$ cat src/emb_params.svh
// named constants of the external memory bus interface
// assumes inclusion by bare name from each design file that needs them
`ifndef EMB_PARAMS_SVH
`define EMB_PARAMS_SVH
// register addresses, inside the reserved data space
`define EMB_A_SYSCTL 14'h3FFF
`define EMB_A_DMWAIT 14'h3FFE
`define EMB_A_STATUS 14'h3FFD
`define EMB_A_LBX 14'h3FFC
// system control field positions (lsb of each field)
`define EMB_SC_PMWS 0
`define EMB_SC_BWS 3
`define EMB_SC_PAGE 6
`define EMB_SC_FORCE 9
`define EMB_SC_GO 10
// reset values
`define EMB_PM_WS_RST 3'h7
`define EMB_BOOT_WS_RST 3'h3
`define EMB_DM_WS_RST 15'h7FFF
`define EMB_PAGE_RST 3'h0
// memory map boundaries
`define EMB_PM_LO_END 14'h0800
`define EMB_PM_HI_BASE 14'h3800
`define EMB_DM_INT_BASE 14'h3800
// data zones: 2K blocks, last zone takes the rest
`define EMB_ZONE_LAST 3'h4
// drive masks for the shared data bus
`define EMB_BOOT_OE 24'hC00000
`define EMB_DM_OE 24'hFFFF00
`define EMB_PM_OE 24'hFFFFFF
// cycles spent after reset release before the map strap is used
`define EMB_START_CYC 3'h4
// boot image length in program words
`define EMB_BOOT_WORDS 2048
`define EMB_BYTE_LAST 2'h2
`endif

$ cat src/emb_pkg.sv
// types shared by the external memory bus interface
// assumes nothing beyond a SystemVerilog compiler
package emb_pkg;
	// one access request from the core
	typedef struct packed {
		logic is_prog; // program space when high
		logic wr; // write when high
		logic [13:0] addr; // word address
		logic [15:0] wdata; // register data
	} emb_req_t;
	// answer to the core
	typedef struct packed {
		logic ack; // one-cycle done pulse
		logic internal; // address is on-chip, core serves it
		logic [23:0] rdata; // whole external word
	} emb_resp_t;
	// software settings
	typedef struct packed {
		logic go; // keep executing while granted
		logic [2:0] page; // boot page
		logic [2:0] boot_ws; // boot wait states
		logic [2:0] pm_ws; // program wait states
		logic [14:0] dm_ws; // three bits per data zone
	} emb_cfg_t;
	// boot word into on-chip program memory
	typedef struct packed {
		logic valid; // one-cycle pulse
		logic [10:0] addr; // word index
		logic [23:0] data; // packed word
	} emb_pmw_t;
	typedef enum logic [2:0] {
		S_START, S_IDLE, S_ACC, S_BOOT, S_GRANT
	} emb_state_t;
endpackage : emb_pkg

$ cat src/emb_regs.sv
// control, wait-state, status and low-byte registers
// assumes one strobe per cycle, read data wanted one cycle later
`include "emb_params.svh"
module emb_regs (
	input wire logic mclk, // clock
	input wire logic rst_n, // synced reset
	input wire logic [13:0] reg_addr, // register address
	input wire logic [15:0] reg_wdata, // write data
	input wire logic reg_wr, // write strobe
	input wire logic reg_rd, // read strobe
	output logic [15:0] reg_rdata, // read data, next cycle
	input wire logic lbx_ld, // load low byte from bus
	input wire logic [7:0] lbx_val, // byte from bus
	input wire logic [3:0] status, // live block state
	output emb_pkg::emb_cfg_t cfg, // settings
	output logic force_boot, // one-cycle pulse
	output logic [7:0] prog_low_byte_ext // low-byte extension
);
	wire hit_sc = reg_addr == `EMB_A_SYSCTL;
	wire hit_dw = reg_addr == `EMB_A_DMWAIT;
	wire hit_st = reg_addr == `EMB_A_STATUS;
	wire hit_lbx = reg_addr == `EMB_A_LBX;
	wire [15:0] sc_rd = {5'h0, cfg.go, 1'b0, cfg.page, cfg.boot_ws,
		cfg.pm_ws};
	// unmapped addresses read zero
	wire [15:0] rmux = hit_sc ? sc_rd :
		hit_dw ? {1'b0, cfg.dm_ws} :
		hit_st ? {12'h0, status} :
		hit_lbx ? {8'h0, prog_low_byte_ext} : 16'h0000;
	////////////////////////////////////////////////////////////////////
	// settings; program and data wait counts come up at their slowest, boot wait count at 3
	always_ff @(posedge mclk or negedge rst_n) begin
		if (!rst_n) begin
			cfg.go <= 1'b0;
			cfg.page <= `EMB_PAGE_RST;
			cfg.boot_ws <= `EMB_BOOT_WS_RST;
			cfg.pm_ws <= `EMB_PM_WS_RST;
			cfg.dm_ws <= `EMB_DM_WS_RST;
		end else if (reg_wr && hit_sc) begin
			cfg.go <= reg_wdata[`EMB_SC_GO];
			cfg.page <= reg_wdata[`EMB_SC_PAGE +: 3];
			cfg.boot_ws <= reg_wdata[`EMB_SC_BWS +: 3];
			cfg.pm_ws <= reg_wdata[`EMB_SC_PMWS +: 3];
		end else if (reg_wr && hit_dw) begin
			cfg.dm_ws <= reg_wdata[14:0];
		end
	end
	// force bit is a command, it reads back as zero
	always_ff @(posedge mclk or negedge rst_n) begin
		if (!rst_n) begin
			force_boot <= 1'b0;
			reg_rdata <= 16'h0000;
			prog_low_byte_ext <= 8'h00;
		end else begin
			force_boot <= reg_wr && hit_sc && reg_wdata[`EMB_SC_FORCE];
			reg_rdata <= reg_rd ? rmux : 16'h0000;
			// a bus read landing with a software write wins
			if (lbx_ld)
				prog_low_byte_ext <= lbx_val;
			else if (reg_wr && hit_lbx)
				prog_low_byte_ext <= reg_wdata[7:0];
		end
	end
endmodule : emb_regs

$ cat src/emb_sync.sv
// three-stage input synchroniser with agreement filter
// assumes inputs asynchronous to mclk
module emb_sync #(
	parameter int W = 2,
	parameter logic [W-1:0] INIT = '0
) (
	input wire logic mclk, // clock
	input wire logic rst_n, // synced reset
	input wire logic [W-1:0] din, // raw pins
	output logic [W-1:0] dout // filtered level
);
	logic [W-1:0] s1_q; // metastability stage, read by s2 only
	logic [W-1:0] s2_q; // second stage
	logic [W-1:0] s3_q; // third stage
	// a change counts only once stages two and three agree
	always_ff @(posedge mclk or negedge rst_n) begin
		if (!rst_n) begin
			s1_q <= INIT;
			s2_q <= INIT;
			s3_q <= INIT;
			dout <= INIT;
		end else begin
			s1_q <= din;
			s2_q <= s1_q;
			s3_q <= s2_q;
			dout <= (s2_q & s3_q) | (dout & (s2_q ^ s3_q));
		end
	end
endmodule : emb_sync

$ cat src/emb_top.sv
// external memory bus interface: program, data and boot memory
// cycles, wait states, boot loader and bus request/grant.
// assumes asynchronous memories and a core that holds its request
// until the acknowledge pulse.
//
// Local design decisions: the strobed register port and the address map.
`include "emb_params.svh"
module emb_top #(
	parameter int BOOT_WORDS = `EMB_BOOT_WORDS
) (
	input wire logic mclk, // processor clock
	input wire logic nrst, // async reset, active low
	input wire logic [13:0] reg_addr, // register address
	input wire logic [15:0] reg_wdata, // register write data
	input wire logic reg_wr, // register write strobe
	input wire logic reg_rd, // register read strobe
	output logic [15:0] reg_rdata, // register read data
	input wire logic core_req, // core access pending
	input wire emb_pkg::emb_req_t core_cmd, // core access
	output emb_pkg::emb_resp_t core_resp, // core answer
	output logic halt, // core must stall
	output logic booting, // boot load pending
	output emb_pkg::emb_pmw_t pmw, // boot word write
	output logic [13:0] addr_out, // address pins
	output logic addr_oe, // address drive enable
	input wire logic [23:0] d_in, // data pins in
	output logic [23:0] d_out, // data pins out
	output logic [23:0] d_oe, // data drive enables
	output logic prog_mem_select_n, // program memory select
	output logic data_mem_select_n, // data memory select
	output logic boot_mem_select_n, // boot memory select
	output logic rd_n, // read strobe
	output logic wr_n, // write strobe
	output logic ctl_oe, // select and strobe enable
	input wire logic map_select, // memory map strap
	input wire logic bus_request_in_n, // external request
	output logic bus_grant_out_n // grant to master
);
	////////////////////////////////////////////////////////////////////
	// reset release and pin synchronisers
	logic rst1_q; // first reset stage
	logic rst_n; // released reset
	always_ff @(posedge mclk or negedge nrst) begin
		if (!nrst) begin
			rst1_q <= 1'b0;
			rst_n <= 1'b0;
		end else begin
			rst1_q <= 1'b1;
			rst_n <= rst1_q;
		end
	end
	logic [1:0] pins_s; // {request_n, map}
	emb_sync #(.W(2), .INIT(2'b10)) u_sync (
		.mclk(mclk),
		.rst_n(rst_n),
		.din({bus_request_in_n, map_select}),
		.dout(pins_s)
	);
	wire map_s = pins_s[0];
	wire mreq_act = !pins_s[1];
	////////////////////////////////////////////////////////////////////
	// registers
	emb_pkg::emb_cfg_t cfg; // settings
	logic force_boot; // software boot command
	logic [7:0] prog_low_byte_ext; // low-byte extension
	emb_pkg::emb_state_t st_q; // sequencer state
	logic boot_pend_q; // boot still to do
	logic [2:0] wcnt_q; // wait states left
	wire pm_rd_end = st_q == emb_pkg::S_ACC && wcnt_q == 3'h0
		&& !prog_mem_select_n && !rd_n;
	emb_regs u_regs (
		.mclk(mclk),
		.rst_n(rst_n),
		.reg_addr(reg_addr),
		.reg_wdata(reg_wdata),
		.reg_wr(reg_wr),
		.reg_rd(reg_rd),
		.reg_rdata(reg_rdata),
		.lbx_ld(pm_rd_end),
		.lbx_val(d_in[7:0]),
		.status({map_s, halt, boot_pend_q, !bus_grant_out_n}),
		.cfg(cfg),
		.force_boot(force_boot),
		.prog_low_byte_ext(prog_low_byte_ext)
	);
	////////////////////////////////////////////////////////////////////
	// address decode
	// external when outside the on-chip RAM for the strap in force
	function automatic logic ext_of(input logic prog, input logic map,
		input logic [13:0] a);
		if (!prog)
			ext_of = a < `EMB_DM_INT_BASE;
		else if (map)
			ext_of = a < `EMB_PM_HI_BASE;
		else
			ext_of = a >= `EMB_PM_LO_END;
	endfunction : ext_of
	// zone wait count, 2K per zone, the last zone takes the rest
	function automatic logic [2:0] zone_ws(input logic [13:0] a,
		input logic [14:0] ws);
		logic [2:0] z;
		z = (a[13:11] > `EMB_ZONE_LAST) ? `EMB_ZONE_LAST : a[13:11];
		zone_ws = ws[z*3 +: 3];
	endfunction : zone_ws
	wire req_ext = ext_of(core_cmd.is_prog, map_s, core_cmd.addr);
	wire [2:0] req_ws = core_cmd.is_prog ? cfg.pm_ws
		: zone_ws(core_cmd.addr, cfg.dm_ws);
	// the ack cycle still shows the old request, so skip it
	wire req_new = core_req && !core_resp.ack;
	wire idle = st_q == emb_pkg::S_IDLE;
	wire take_core = idle && req_new && !mreq_act && !boot_pend_q;
	wire go_boot = idle && !mreq_act && boot_pend_q;
	wire go_int = st_q == emb_pkg::S_GRANT && cfg.go && req_new
		&& !req_ext;
	wire [15:0] wdata = core_cmd.wdata;
	wire [23:0] wword = core_cmd.is_prog ? {wdata, prog_low_byte_ext}
		: {wdata, 8'h00};
	////////////////////////////////////////////////////////////////////
	// boot counters
	logic [12:0] bbyte_q; // byte within page
	logic [1:0] bphase_q; // byte within word
	logic [10:0] bword_q; // word index
	logic [15:0] bshift_q; // first two bytes of a word
	logic [2:0] start_q; // settle count after reset
	wire byte_done = st_q == emb_pkg::S_BOOT && wcnt_q == 3'h0;
	wire word_done = byte_done && bphase_q == `EMB_BYTE_LAST;
	wire boot_fin = word_done && bword_q == 11'(BOOT_WORDS - 1);
	wire start_end = st_q == emb_pkg::S_START && start_q == `EMB_START_CYC;
	// a boot request in the finishing cycle is kept
	wire boot_pend_d = (start_end && !map_s) || force_boot
		|| (boot_pend_q && !boot_fin);
	always_ff @(posedge mclk or negedge rst_n) begin
		if (!rst_n) begin
			boot_pend_q <= 1'b0;
			start_q <= 3'h0;
		end else begin
			boot_pend_q <= boot_pend_d;
			start_q <= start_end ? start_q : start_q + 3'h1;
		end
	end
	// bytes packed first-to-top into 24-bit words
	always_ff @(posedge mclk or negedge rst_n) begin
		if (!rst_n) begin
			bbyte_q <= 13'h0000;
			bphase_q <= 2'h0;
			bword_q <= 11'h000;
			bshift_q <= 16'h0000;
			pmw <= '0;
		end else begin
			pmw.valid <= word_done;
			if (byte_done) begin
				bshift_q <= {bshift_q[7:0], d_in[15:8]};
				bbyte_q <= boot_fin ? 13'h0000 : bbyte_q + 13'h0001;
				bphase_q <= word_done ? 2'h0 : bphase_q + 2'h1;
				pmw.addr <= bword_q;
				pmw.data <= {bshift_q, d_in[15:8]};
				if (word_done)
					bword_q <= boot_fin ? 11'h000 : bword_q + 11'h001;
			end
		end
	end
	////////////////////////////////////////////////////////////////////
	// sequencer; request priority: master, then boot, then core
	always_ff @(posedge mclk or negedge rst_n) begin
		if (!rst_n) begin
			st_q <= emb_pkg::S_START;
			wcnt_q <= 3'h0;
		end else begin
			unique case (st_q)
				emb_pkg::S_START: begin
					if (start_end)
						st_q <= emb_pkg::S_IDLE;
				end
				emb_pkg::S_IDLE: begin
					if (mreq_act)
						st_q <= emb_pkg::S_GRANT;
					else if (go_boot) begin
						st_q <= emb_pkg::S_BOOT;
						wcnt_q <= cfg.boot_ws;
					end else if (take_core && req_ext) begin
						st_q <= emb_pkg::S_ACC;
						wcnt_q <= req_ws;
					end
				end
				// grant waits for the strobe to end, byte by byte
				emb_pkg::S_ACC, emb_pkg::S_BOOT: begin
					if (wcnt_q == 3'h0)
						st_q <= emb_pkg::S_IDLE;
					else
						wcnt_q <= wcnt_q - 3'h1;
				end
				emb_pkg::S_GRANT: begin
					if (!mreq_act)
						st_q <= emb_pkg::S_IDLE;
				end
			endcase
		end
	end
	////////////////////////////////////////////////////////////////////
	// pins: address and selects only change outside a strobe
	always_ff @(posedge mclk or negedge rst_n) begin
		if (!rst_n) begin
			addr_out <= 14'h0000;
			d_out <= 24'h000000;
			d_oe <= 24'h000000;
			{prog_mem_select_n, data_mem_select_n} <= 2'b11;
			{boot_mem_select_n, rd_n, wr_n} <= 3'b111;
			addr_oe <= 1'b1;
			ctl_oe <= 1'b1;
			bus_grant_out_n <= 1'b1;
		end else if (idle && mreq_act) begin
			{addr_oe, ctl_oe, d_oe} <= '0;
			bus_grant_out_n <= 1'b0;
		end else if (st_q == emb_pkg::S_GRANT && !mreq_act) begin
			{addr_oe, ctl_oe} <= 2'b11;
			bus_grant_out_n <= 1'b1;
		end else if (go_boot) begin
			addr_out <= {cfg.page[0], bbyte_q};
			d_out <= {cfg.page[2:1], 22'h000000};
			d_oe <= `EMB_BOOT_OE;
			boot_mem_select_n <= 1'b0;
			rd_n <= 1'b0;
		end else if (take_core && req_ext) begin
			addr_out <= core_cmd.addr;
			prog_mem_select_n <= !core_cmd.is_prog;
			data_mem_select_n <= core_cmd.is_prog;
			rd_n <= core_cmd.wr;
			wr_n <= !core_cmd.wr;
			d_out <= wword;
			d_oe <= !core_cmd.wr ? 24'h000000
				: core_cmd.is_prog ? `EMB_PM_OE : `EMB_DM_OE;
		end else if (wcnt_q == 3'h0 && (st_q == emb_pkg::S_ACC
			|| st_q == emb_pkg::S_BOOT)) begin
			{prog_mem_select_n, data_mem_select_n} <= 2'b11;
			{boot_mem_select_n, rd_n, wr_n} <= 3'b111;
			d_oe <= 24'h000000;
		end
	end
	////////////////////////////////////////////////////////////////////
	// core answer and stall
	always_ff @(posedge mclk or negedge rst_n) begin
		if (!rst_n) begin
			core_resp <= '0;
			halt <= 1'b1;
			booting <= 1'b0;
		end else begin
			core_resp.ack <= (take_core && !req_ext) || go_int
				|| (st_q == emb_pkg::S_ACC && wcnt_q == 3'h0);
			core_resp.internal <= !req_ext;
			core_resp.rdata <= d_in;
			// during a grant, go mode stalls only for an external access or a pending boot
			halt <= st_q == emb_pkg::S_START || boot_pend_d
				|| (mreq_act && (idle || !bus_grant_out_n)
				&& (!cfg.go || (core_req && req_ext)));
			booting <= boot_pend_d;
		end
	end
	////////////////////////////////////////////////////////////////////
	// checks
	wire strobe = !rd_n || !wr_n;
	logic [3:0] len_q; // cycles of the current or last strobe
	logic strobe_q; // strobe one cycle ago
	always_ff @(posedge mclk or negedge rst_n) begin
		if (!rst_n) begin
			len_q <= 4'h0;
			strobe_q <= 1'b0;
		end else begin
			strobe_q <= strobe;
			if (strobe)
				len_q <= strobe_q ? len_q + 4'h1 : 4'h1;
		end
	end
	property p_grant_float;
		@(posedge mclk) disable iff (!rst_n)
		!bus_grant_out_n |-> !addr_oe && !ctl_oe && d_oe == 24'h000000;
	endproperty
	a_grant_float: assert property (p_grant_float)
		else $error("bus driven while granted");
	property p_grant_next;
		@(posedge mclk) disable iff (!rst_n)
		idle && mreq_act |=> !bus_grant_out_n;
	endproperty
	a_grant_next: assert property (p_grant_next)
		else $error("grant late after request");
	property p_release;
		@(posedge mclk) disable iff (!rst_n)
		st_q == emb_pkg::S_GRANT && !mreq_act |=> bus_grant_out_n && ctl_oe;
	endproperty
	a_release: assert property (p_release)
		else $error("grant kept after request dropped");
	property p_one_strobe;
		@(posedge mclk) disable iff (!rst_n)
		strobe |-> (rd_n ^ wr_n) && $onehot({!prog_mem_select_n,
			!data_mem_select_n, !boot_mem_select_n});
	endproperty
	a_one_strobe: assert property (p_one_strobe)
		else $error("strobe without a single select");
	property p_addr_hold;
		@(posedge mclk) disable iff (!rst_n)
		strobe && $past(strobe) |-> $stable(addr_out);
	endproperty
	a_addr_hold: assert property (p_addr_hold)
		else $error("address moved under strobe");
	property p_pm_waits;
		@(posedge mclk) disable iff (!rst_n)
		$fell(strobe) && $past(!prog_mem_select_n)
			|-> len_q == {1'b0, cfg.pm_ws} + 4'h1;
	endproperty
	a_pm_waits: assert property (p_pm_waits)
		else $error("program strobe length wrong");
	property p_boot_waits;
		@(posedge mclk) disable iff (!rst_n)
		$fell(strobe) && $past(!boot_mem_select_n)
			|-> len_q == {1'b0, cfg.boot_ws} + 4'h1;
	endproperty
	a_boot_waits: assert property (p_boot_waits)
		else $error("boot strobe length wrong");
	property p_boot_page;
		@(posedge mclk) disable iff (!rst_n)
		!boot_mem_select_n |-> d_out[23:22] == cfg.page[2:1]
			&& addr_out[13] == cfg.page[0] && d_oe == `EMB_BOOT_OE;
	endproperty
	a_boot_page: assert property (p_boot_page)
		else $error("boot page not on the bus");
	property p_dm_write;
		@(posedge mclk) disable iff (!rst_n)
		!data_mem_select_n && !wr_n |-> d_oe == `EMB_DM_OE;
	endproperty
	a_dm_write: assert property (p_dm_write)
		else $error("data write not on upper bits");
	property p_pm_low;
		@(posedge mclk) disable iff (!rst_n)
		!prog_mem_select_n && !wr_n
			|-> d_out[7:0] == $past(prog_low_byte_ext, 1) || $past(strobe);
	endproperty
	a_pm_low: assert property (p_pm_low)
		else $error("program write low byte wrong");
	c_grant: cover property (@(posedge mclk) disable iff (!rst_n)
		$fell(bus_grant_out_n));
	c_boot_word: cover property (@(posedge mclk) disable iff (!rst_n)
		pmw.valid);
	c_pm_read: cover property (@(posedge mclk) disable iff (!rst_n)
		pm_rd_end);
	c_dm_write: cover property (@(posedge mclk) disable iff (!rst_n)
		!data_mem_select_n && !wr_n);
endmodule : emb_top

$ cat config.mk
export PLATFORM = sky130hd
export DESIGN_NAME = emb_top
export DESIGN_NICKNAME = d
export VERILOG_FILES = /design/src/emb_pkg.sv /design/src/emb_regs.sv /design/src/emb_sync.sv /design/src/emb_top.sv
export VERILOG_INCLUDE_DIRS = /design/src
export SDC_FILE = /design/constraint.sdc
export NUM_CORES = 1
export LEC_CHECK = 0
export BUFFER_PORTS_ARGS = -buffer_cell sky130_fd_sc_hd__buf_2
export CAP_MARGIN = 20
export CORE_UTILIZATION = 52
export DETAILED_ROUTE_END_ITERATION = 12
export PLACE_DENSITY = 0.8
export REMOVE_ABC_BUFFERS = 1
export SLEW_MARGIN = 10
export SYNTH_ARGS = -nofsm -noshare
export SYNTH_HDL_FRONTEND = slang
export SYNTH_SLANG_ARGS = --single-unit
$ cat constraint.sdc
create_clock -name mclk -period 7 [get_ports mclk]
set_input_delay 1.4 -clock mclk [delete_from_list [all_inputs] [get_ports mclk]]
set_output_delay 1.4 -clock mclk [all_outputs]
set_load 0.1 [all_outputs]
# Word-level counts from Yosys, hierarchy flattened
# Cells that the tools add are included.
[word_totals] reg_bits=243 input_bits=93 out_inout_bits=150 elab_cells=195
[classes] n_addsub=5 multipliers=1 n_lt_le_gt_ge=3 n_eq_ne=20 shift=1 muxes=48 bitwise_logic=8 reduce_logical=71
[op_table] operator="24-bit 2-to-1 mux" count=8
[op_table] operator="16-bit 2-to-1 mux" count=4
[op_table] operator="14-bit equality test, second input constant" count=4
[op_table] operator="8-bit 2-to-1 mux" count=5
[op_table] operator="3-bit 2-to-1 mux" count=12
[op_table] operator="1-bit logical AND" count=30
[op_table] operator="14-bit 2-to-1 mux" count=2
[op_table] operator="4-bit AND reduction" count=4
[op_table] operator="15-bit by 6-bit indexed part select with 3-bit output" count=1
[op_table] operator="14-bit by 12-bit >= comparator with 1-bit output, second input constant" count=1
[op_table] operator="14-bit < comparator, second input constant" count=1
[op_table] operator="13-bit by 1-bit adder with 13-bit output, second input constant" count=1
[op_table] operator="13-bit 2-to-1 mux" count=1
[op_table] operator="1-bit logical NOT" count=12
[op_table] operator="1-bit 2-to-1 mux" count=12
[op_table] operator="3-bit case mux with 4 select lines" count=1
[op_table] operator="2-bit nonzero test" count=6
[op_table] operator="11-bit by 1-bit adder with 11-bit output, second input constant" count=1
[op_table] operator="11-bit equality test, second input constant" count=1
[op_table] operator="11-bit 2-to-1 mux" count=1
[op_table] operator="2-bit inequality test, second input constant" count=5
[op_table] operator="1-bit logical OR" count=9
[op_table] operator="3-bit by 2-bit equality test with 1-bit output, second input constant" count=2
[op_table] operator="3-bit equality test, second input constant" count=2
[op_table] operator="22 further kinds" count=31

# Logic depth before layout (Yosys ltp)
# Gate-level depths: netlist of run 1.
[depth] word_depth=10 depth_mapped=11 ltp_nobuf=10

# Hierarchy
# From an unflattened synthesis of run 1, not the netlist that was laid out.
[unflattened] hier_cells=855 hier_area_um2=9018.6
[modules_own_cells] module="emb_top" instances=1 cells_per_inst=652 area_each_um2=6329.8 seq_area_each_um2=3712.3
[modules_own_cells] module="emb_regs" instances=1 cells_per_inst=191 area_each_um2=2443.6 seq_area_each_um2=1251.2
[modules_own_cells] module="emb_sync" instances=1 cells_per_inst=12 area_each_um2=245.2 seq_area_each_um2=205.2

# Least setup slack after synthesis of run 1
# OpenSTA, ideal clock, no wires.
[synth_timing] kind="input -> register" startpoint="input core_cmd[31] (netlist bit)" endpoint="register addr_out[10]" setup_time_ns=0.082 arrival_ns=2.913 required_ns=6.918 setup_slack_ns=4.005 path_stages=9 path_buffers=3 path_cell_list="clkbuf_1 nor2b_1 mux2i_1 inv_2 nor2_1 buf_2 buf_2 nand2_1 a31oi_1"
[synth_between] elab_chain_len=4
[synth_lines] element="start, declared" line_no="emb_top.sv:19" text="input wire emb_pkg::emb_req_t core_cmd,"
[synth_lines] element="1-bit 2-to-1 mux" line_no="emb_top.sv:91" text="if (!prog)"
[synth_lines] element="1-bit logical AND" line_no="emb_top.sv:223" text="end else if (take_core && req_ext) begin"
[synth_lines] element="2-bit nonzero test (no source line)"
[synth_lines] element="3-bit AND reduction (no source line)"
[synth_lines] element="end signal, assigned" line_no="emb_top.sv:218" text="addr_out <= {cfg.page[0], bbyte_q};"
[synth_lines] element="end signal, assigned" line_no="emb_top.sv:224" text="addr_out <= core_cmd.addr;"
[synth_lines] element="end, declared" line_no="emb_top.sv:24" text="output logic [13:0] addr_out,"
# No other way between the ends.
# A chain may end at the register's enable or synchronous reset.

# Worst setup path in the final report of run 1
[layout_timing] startpoint="input core_cmd[31] (netlist bit)" endpoint="register st_q[0]"
[layout_between] elab_chain_len=4
[layout_lines] element="1-bit 2-to-1 mux" line_no="emb_top.sv:91"
[layout_lines] element="1-bit logical AND" line_no="emb_top.sv:180" text="end else if (take_core && req_ext) begin"
[layout_lines] element="4-bit inequality test (no source line)"
[layout_lines] element="4-bit AND reduction (no source line)"
[layout_lines] element="end signal, assigned" line_no="emb_top.sv:178" text="st_q <= emb_pkg::S_BOOT;"
[layout_lines] element="end signal, assigned" line_no="emb_top.sv:181" text="st_q <= emb_pkg::S_ACC;"
[layout_lines] element="end signal, assigned" line_no="emb_top.sv:188" text="st_q <= emb_pkg::S_IDLE;"
[layout_lines] element="end, declared" line_no="emb_top.sv:66" text="emb_pkg::emb_state_t st_q;"
# No other way between the ends.

==> flow_metrics.py, run 1 <==
metrics = {
    "status": {
        "status": "finished clean",
    },
    "clocking": {
        "ctsRootBufferMaster": "clkbuf_16",
        "cts_max_level": 1,
        "cts_tree": "done",
        "cts.sinks": 205,
        "cts_made_buffers": 22,
        "clk_pin_slew_worst_paths_ns": 0.06,
        "clock_latency_ns": 0.50,
        "ctsHoldBuffers": 0,
        "post_cts_buffers": 0,
        "cts_resized": 0,
        "clockBufferDepth": 3,
    },
    "layout": {
        "n_fill_cell": 1251,
        "diodes": 0,
        "area_growth_pct": 24.0,
        "drive_gt1_share_pct": 33.7,
        "num-nets-final": 1149,
    },
    "floorplan": {
        "die_h_um": 131,
        "core-area_um2": 16100,
        "placementRows": 46,
        "dieArea_um2": 17100,
        "start_util_pct": 53.8,
        "io_pins": 243,
        "die_x_um": 131,
    },
    "pwr": {
        "p_seq_share_pct": 30.8,
        "power_density_nw_per_um2": 485,
        "p_leak_nw": 5.66,
        "irDropWorstVdd_uv": 328,
        "pwr-share-comb_pct": 44.7,
        "clkPwrFrac_pct": 24.5,
        "switching_share_pct": 50.3,
        "power_switching_mw": 2.62,
        "internal_power_mw": 2.58,
    },
    "yosys": {
        "syn_inst": 839,
        "synthTopCellsByCount": "nand2_1, dfrtp_1, nor2_1, o21ai_0, a21oi_1",
        "synth_edf_count": 0,
        "async_reset_ff_share_pct": 100,
        "ys.flop_type": "dfrtp_1",
        "ys_seq_area_share_pct": 59.8,
        "synth_warnings": 0,
        "syn_area_um2": 8640,
        "synth_most_common_cell": "nand2_1",
        "synth_area_leaders": "dfrtp_1, dfstp_2, nand2_1",
        "syn_avg_cell_area_um2": 10.3,
        "synth_top_area_share_pct": 50.4,
        "yosys_register_bits": 205,
        "synth_cell_types": 57,
        "yosys.area.top_type": "dfrtp_1",
    },
    "sta": {
        "layout_setup_ws_ns": 3.48,
        "clock_skew_ns": 0.0155,
        "fmax_mhz": 284,
        "rsz0062_at_grt": "no",
        "slew_headroom_pct": 46.7,
        "setup_viol": 0,
        "finalCriticalPeriod_ns": 3.52,
        "fin_tns_setup_ns": 0,
        "period_share_pct": 50.3,
        "tightest_slew_ns": 0.798,
        "finalMaxSlewViolations": 0,
        "finalHoldViolations": 0,
    },
    "routing": {
        "via_per_inst": 5.33,
        "ant_nets": 0,
        "routedWlPerCell_um": 16.5,
        "drt-total-wl_um": 21100,
        "drt_first_pass_iters": 5,
        "drt-initial-drc-count": 386,
        "route.vias.total": 6817,
        "drc": 0,
    },
    "worst_setup_path": {
        "critPathRequiredTime_ns": 7.37,
        "cp-start-kind": "input port",
        "critical_path.max_fanout": 31,
        "critPathKind": "input port to flop",
        "worstSetupEndpointType": "flop",
        "crit_arrival_ns": 3.90,
    },
    "worst_hold_path": {
        "worstHoldPathType": "flop to asynchronous set/reset pin",
    },
    "global_route": {
        "antenna_found_initial": 0,
        "grt_pass1_wl_um": 32400,
        "grt_max_degree": 83,
        "grt_usage_pct": 24.3,
        "overflow": 0,
        "grt_pass1_vias": 6383,
    },
    "place": {
        "gp_congestion": 0.862,
        "portBuffers": 240,
        "post-place-ws_ns": 3.00,
        "dpl.hpwl_um": 14000,
    },
    "flow_run": {
        "drv_cap": 0,
    },
}
-- worst max-delay path, stage by stage --
cell and delay [ns]:
buf_2 0.33, nor2b_1 0.21, mux2i_1 0.51, nand4_1 0.66
buf_4 0.50, a21oi_1 0.18, o22ai_1 0.08
-- power by group through the flow --
stage	Combinational, mW	Sequential, mW	Clock [mW]
after floorplan	0.412	3.10	0
after detailed placement	2.31	1.62	0
after global routing	2.43	1.63	1.35
after global placement	2.27	1.62	0
final	2.33	1.60	1.28
after CTS	2.32	1.61	1.30
-- stage by stage --
step	power, mW	instances	util, %	hold slack, ns	area (um^2)
floorplan	3.51	773	-	0.331	8290
global placement	3.89	1236	61.2	0.333	9830
detailed placement	3.93	1236	61.2	0.337	9830
CTS	5.23	1276	66.3	0.351	10600
global route	5.41	1279	66.7	0.222	10700
finish	5.20	1279	66.7	0.199	10700
-- cells in the final DEF, fill, tap and decap left out, drive strengths merged, types with 6 or more instances in the layout --
cell / n
a21oi: 36
a221oi: 6
a31oi: 18
and2: 6
buf: 250
clkbuf: 30
dfrtp: 174
dfstp: 31
ha: 9
inv: 23
mux2: 26
mux2i: 18
nand2: 215
nand3: 34
nand4: 11
nor2: 41
nor3: 12
o21ai: 42
or3: 9
xnor2: 10
-- sequential cells by signal, indices dropped and copies added, names as in the netlist, 11 cells and up --
register	flops
bword_q	11
d_out	24
u_regs.reg_rdata	15
addr_out	14
u_regs.cfg	25
core_resp	26
pmw	36
bbyte_q	13
-- worst paths after layout --
check	cells past startpoint	slack, ns	startpoint	end
max reg2reg	11	4.31	wcnt_q[0]$_DFFE_PN0P_	bword_q[9]$_DFFE_PN0P_
min	0	0.20	rst_n$_DFF_PN0_	pmw[12]$_DFFE_PN0P_
min in group mclk	0	0.35	rst1_q$_DFF_PN0_	rst_n$_DFF_PN0_
min reg2reg	0	0.20	rst_n$_DFF_PN0_	pmw[12]$_DFFE_PN0P_
max	7	3.48	core_cmd[31]	st_q[0]$_DFFE_PN0P_
max in group asynchronous	3	5.55	rst_n$_DFF_PN0_	addr_out[6]$_DFFE_PN0P_
-- layer usage --
metal,GRT usage (%),wire [um],up-vias
met5,0,0,-
met4,6.49,293,0
met3,3.79,1320,29
met2,42.1,10700,241
met1,31.9,8820,3319
li1,-,-,3228
-- cells by family (layout without fill, tap and decap cells) --
logic type / Yosys count / count (layout) / share of synthesized area [%]
AOI/OAI and AO/OA: 126 / 126 / 8.69
xor gates and xnor gates: 15 / 15 / 1.52
adders and majority gates: 9 / 9 / 1.30
buffers and inverters: 88 / 312 / 5.04
DFF: 205 / 205 / 59.8
muxes: 44 / 44 / 5.47
other: 2 / 2 / 0.0869
and+or+nand+nor: 350 / 350 / 18.1
-- cell type report --
| class | instances | area [um^2] | share of cell area (%) |
|---|---|---|---|
| flip-flops and latches | 205 | 5170 | 48.3 |
| multi-input cells | 546 | 3060 | 28.5 |
| repair buffers | 250 | 1330 | 12.4 |
| clock buffers | 30 | 652 | 6.08 |
| well taps | 216 | 270 | 2.52 |
| clock inverters | 10 | 156 | 1.46 |
| inverters | 22 | 82.6 | 0.770 |
(Power assumes the default switching activity.)
==> run 2, diff against run 1 <==
CORE_UTILIZATION = 47   (was 52)
PLACE_DENSITY = 0.76   (was 0.8)
clock period = 3.1 ns   (was 7 ns; I/O delays follow)
==> run 2 against run 1 <==
Net effect:
- setup slack got worse by 2.8 ns
- clock power increased by 100%
- clock skew decreased by 0.0051 ns
- final area unchanged
- die area increased by 10%
- largest cell class unchanged
- count of clock-buffer cells in the layout increased by 6
==> flow_metrics.py, run 2 (synthesis results as in run 1) <==
metrics = {
    "clocking": {
        "cts.sinks": 205,
        "ctsRootBufferMaster": "clkbuf_16",
        "cts_max_level": 1,
        "clockBufferDepth": 3,
        "clock_latency_ns": 0.49,
        "cts_resized": 0,
        "clk_pin_slew_worst_paths_ns": 0.06,
        "ctsHoldBuffers": 1,
        "cts_made_buffers": 22,
        "cts_tree": "done",
        "post_cts_buffers": 0,
    },
    "worst_setup_path": {
        "regToRegStartpoint": "wcnt_q[0]$_DFFE_PN0P_",
        "ff2ff_path_depth": 8,
        "critical_path.max_fanout": 6,
        "reg2reg_slack_ns": 0.67,
        "cp-start-kind": "flop",
        "critPathRequiredTime_ns": 3.51,
        "endpoint": "halt$_DFF_PN1_",
        "crit_start": "wcnt_q[0]$_DFFE_PN0P_",
        "r2r_end": "halt$_DFF_PN1_",
        "critPathKind": "flop to flop",
        "crit_arrival_ns": 2.85,
        "worstSetupEndpointType": "flop",
    },
    "layout": {
        "diodes": 0,
        "final_cell_mix": "buf_2, nand2_1, dfrtp_1, nor2_1, o21ai_0",
        "drive_gt1_share_pct": 33.6,
        "n_fill_cell": 1545,
        "final_common_cell": "buf_2",
        "area_growth_pct": 24.0,
        "post-route-util_pct": 59.7,
        "largest_reg_flops": 36,
        "top_regs": "pmw (36), core_resp (26), u_regs.cfg (25)",
        "top_register": "pmw",
        "num-nets-final": 1156,
        "finalNonFillerCells": 1299,
    },
    "sta": {
        "finalCriticalPeriod_ns": 2.43,
        "finalMaxSlewViolations": 0,
        "hold-worst-slack_ns": 0.228,
        "tightest_slew_ns": 0.775,
        "clock_skew_ns": 0.0104,
        "slew_headroom_pct": 48.4,
        "finalHoldViolations": 0,
        "rsz0062_at_grt": "no",
        "layout_setup_ws_ns": 0.666,
        "setup_viol": 0,
        "fmax_mhz": 411,
        "period_share_pct": 78.5,
    },
    "place": {
        "post-place-ws_ns": 0.645,
        "portBuffers": 240,
        "dpl.hpwl_um": 14300,
        "gp_congestion": 0.861,
        "place_inst": 1258,
    },
    "pwr": {
        "p_leak_nw": 5.65,
        "power_density_nw_per_um2": 1070,
        "power_mw": 11.5,
        "irDropWorstVdd_uv": 1040,
    },
    "global_route": {
        "grt_pass1_wl_um": 31900,
        "overflow": 0,
        "grt_pass1_vias": 6393,
        "grt_max_degree": 63,
        "grt_usage_pct": 21.4,
        "antenna_found_initial": 1,
    },
    "routing": {
        "drt_first_pass_iters": 4,
        "ant_nets": 0,
        "drt-initial-drc-count": 462,
        "drt-total-wl_um": 20500,
        "via_per_inst": 5.23,
        "drc": 0,
        "routedWlPerCell_um": 15.8,
        "route.vias.total": 6795,
    },
    "floorplan": {
        "placementRows": 49,
        "die_x_um": 138,
        "die_h_um": 138,
        "core-area_um2": 18000,
        "dieArea_um2": 18900,
        "start_util_pct": 48.1,
        "io_pins": 243,
    },
    "status": {
        "status": "finished clean",
    },
    "flow_run": {
        "drv_cap": 0,
    },
    "worst_hold_path": {
        "worstHoldPathType": "input port to flop",
    },
}
run 2: final cells by class:
class | instances | area (um^2) | area share (%)
tap | 229 | 287 | 2.67
sequential | 205 | 5170 | 48.3
multi-input combinational | 546 | 3060 | 28.5
clock buffer | 36 | 694 | 6.48
timing repair buffer | 257 | 1380 | 12.9
inverter | 22 | 82.6 | 0.770
clock inverter | 4 | 45.0 | 0.420
run 2: per-layer routing:
layer	wire length [um]	share of wire, %	global-route usage [%]	up-vias
met2	10100	49	35.7	210
met4	454	2.2	7.39	2
met3	1180	5.7	4.01	37
met1	8780	43	28.0	3316
li1	-	-	-	3230
met5	10	0.049	0	-
run 2: how the worst min path moves through the flow:
stage	end	depth (start not counted)	start
5_1_grt	u_sync.s1_q[1]$_DFF_PN1_	1	bus_request_in_n
4_1_cts	u_sync.s1_q[1]$_DFF_PN1_	1	bus_request_in_n
6_report	u_sync.s1_q[1]$_DFF_PN1_	1	bus_request_in_n
3_3_place_gp	u_sync.s2_q[0]$_DFF_PN0_	0	u_sync.s1_q[0]$_DFF_PN0_
3_5_place_dp	rst_n$_DFF_PN0_	0	rst1_q$_DFF_PN0_
2_1_floorplan	rst1_q$_DFF_PN0_	0	nrst
run 2: through the flow:
step / setup TNS [ns] / area [um^2]
detailed placement: 0 / 9970
finish: 0 / 10700
CTS: 0 / 10700
global placement: 0 / 9970
global route: 0 / 10700
floorplan: -670.62 / 8290
run 2: report_power, final:
| group | internal (mW) | switching [mW] | total, mW |
|---|---|---|---|
| Sequential | 3.21 | 0.410 | 3.62 |
| Combinational | 0.819 | 4.40 | 5.22 |
| Clock | 1.61 | 1.01 | 2.62 |
| Total | 5.64 | 5.82 | 11.5 |
run 2: critical path, stage by stage (launching register included):
cell and delay (ns):
dfrtp_1 0.38, inv_1 0.10, ha_1 0.18, and2b_1 0.30
nand4_4 0.16, nor4_4 0.38, nand2_2 0.19, a211o_1 0.33
or3_1 0.36
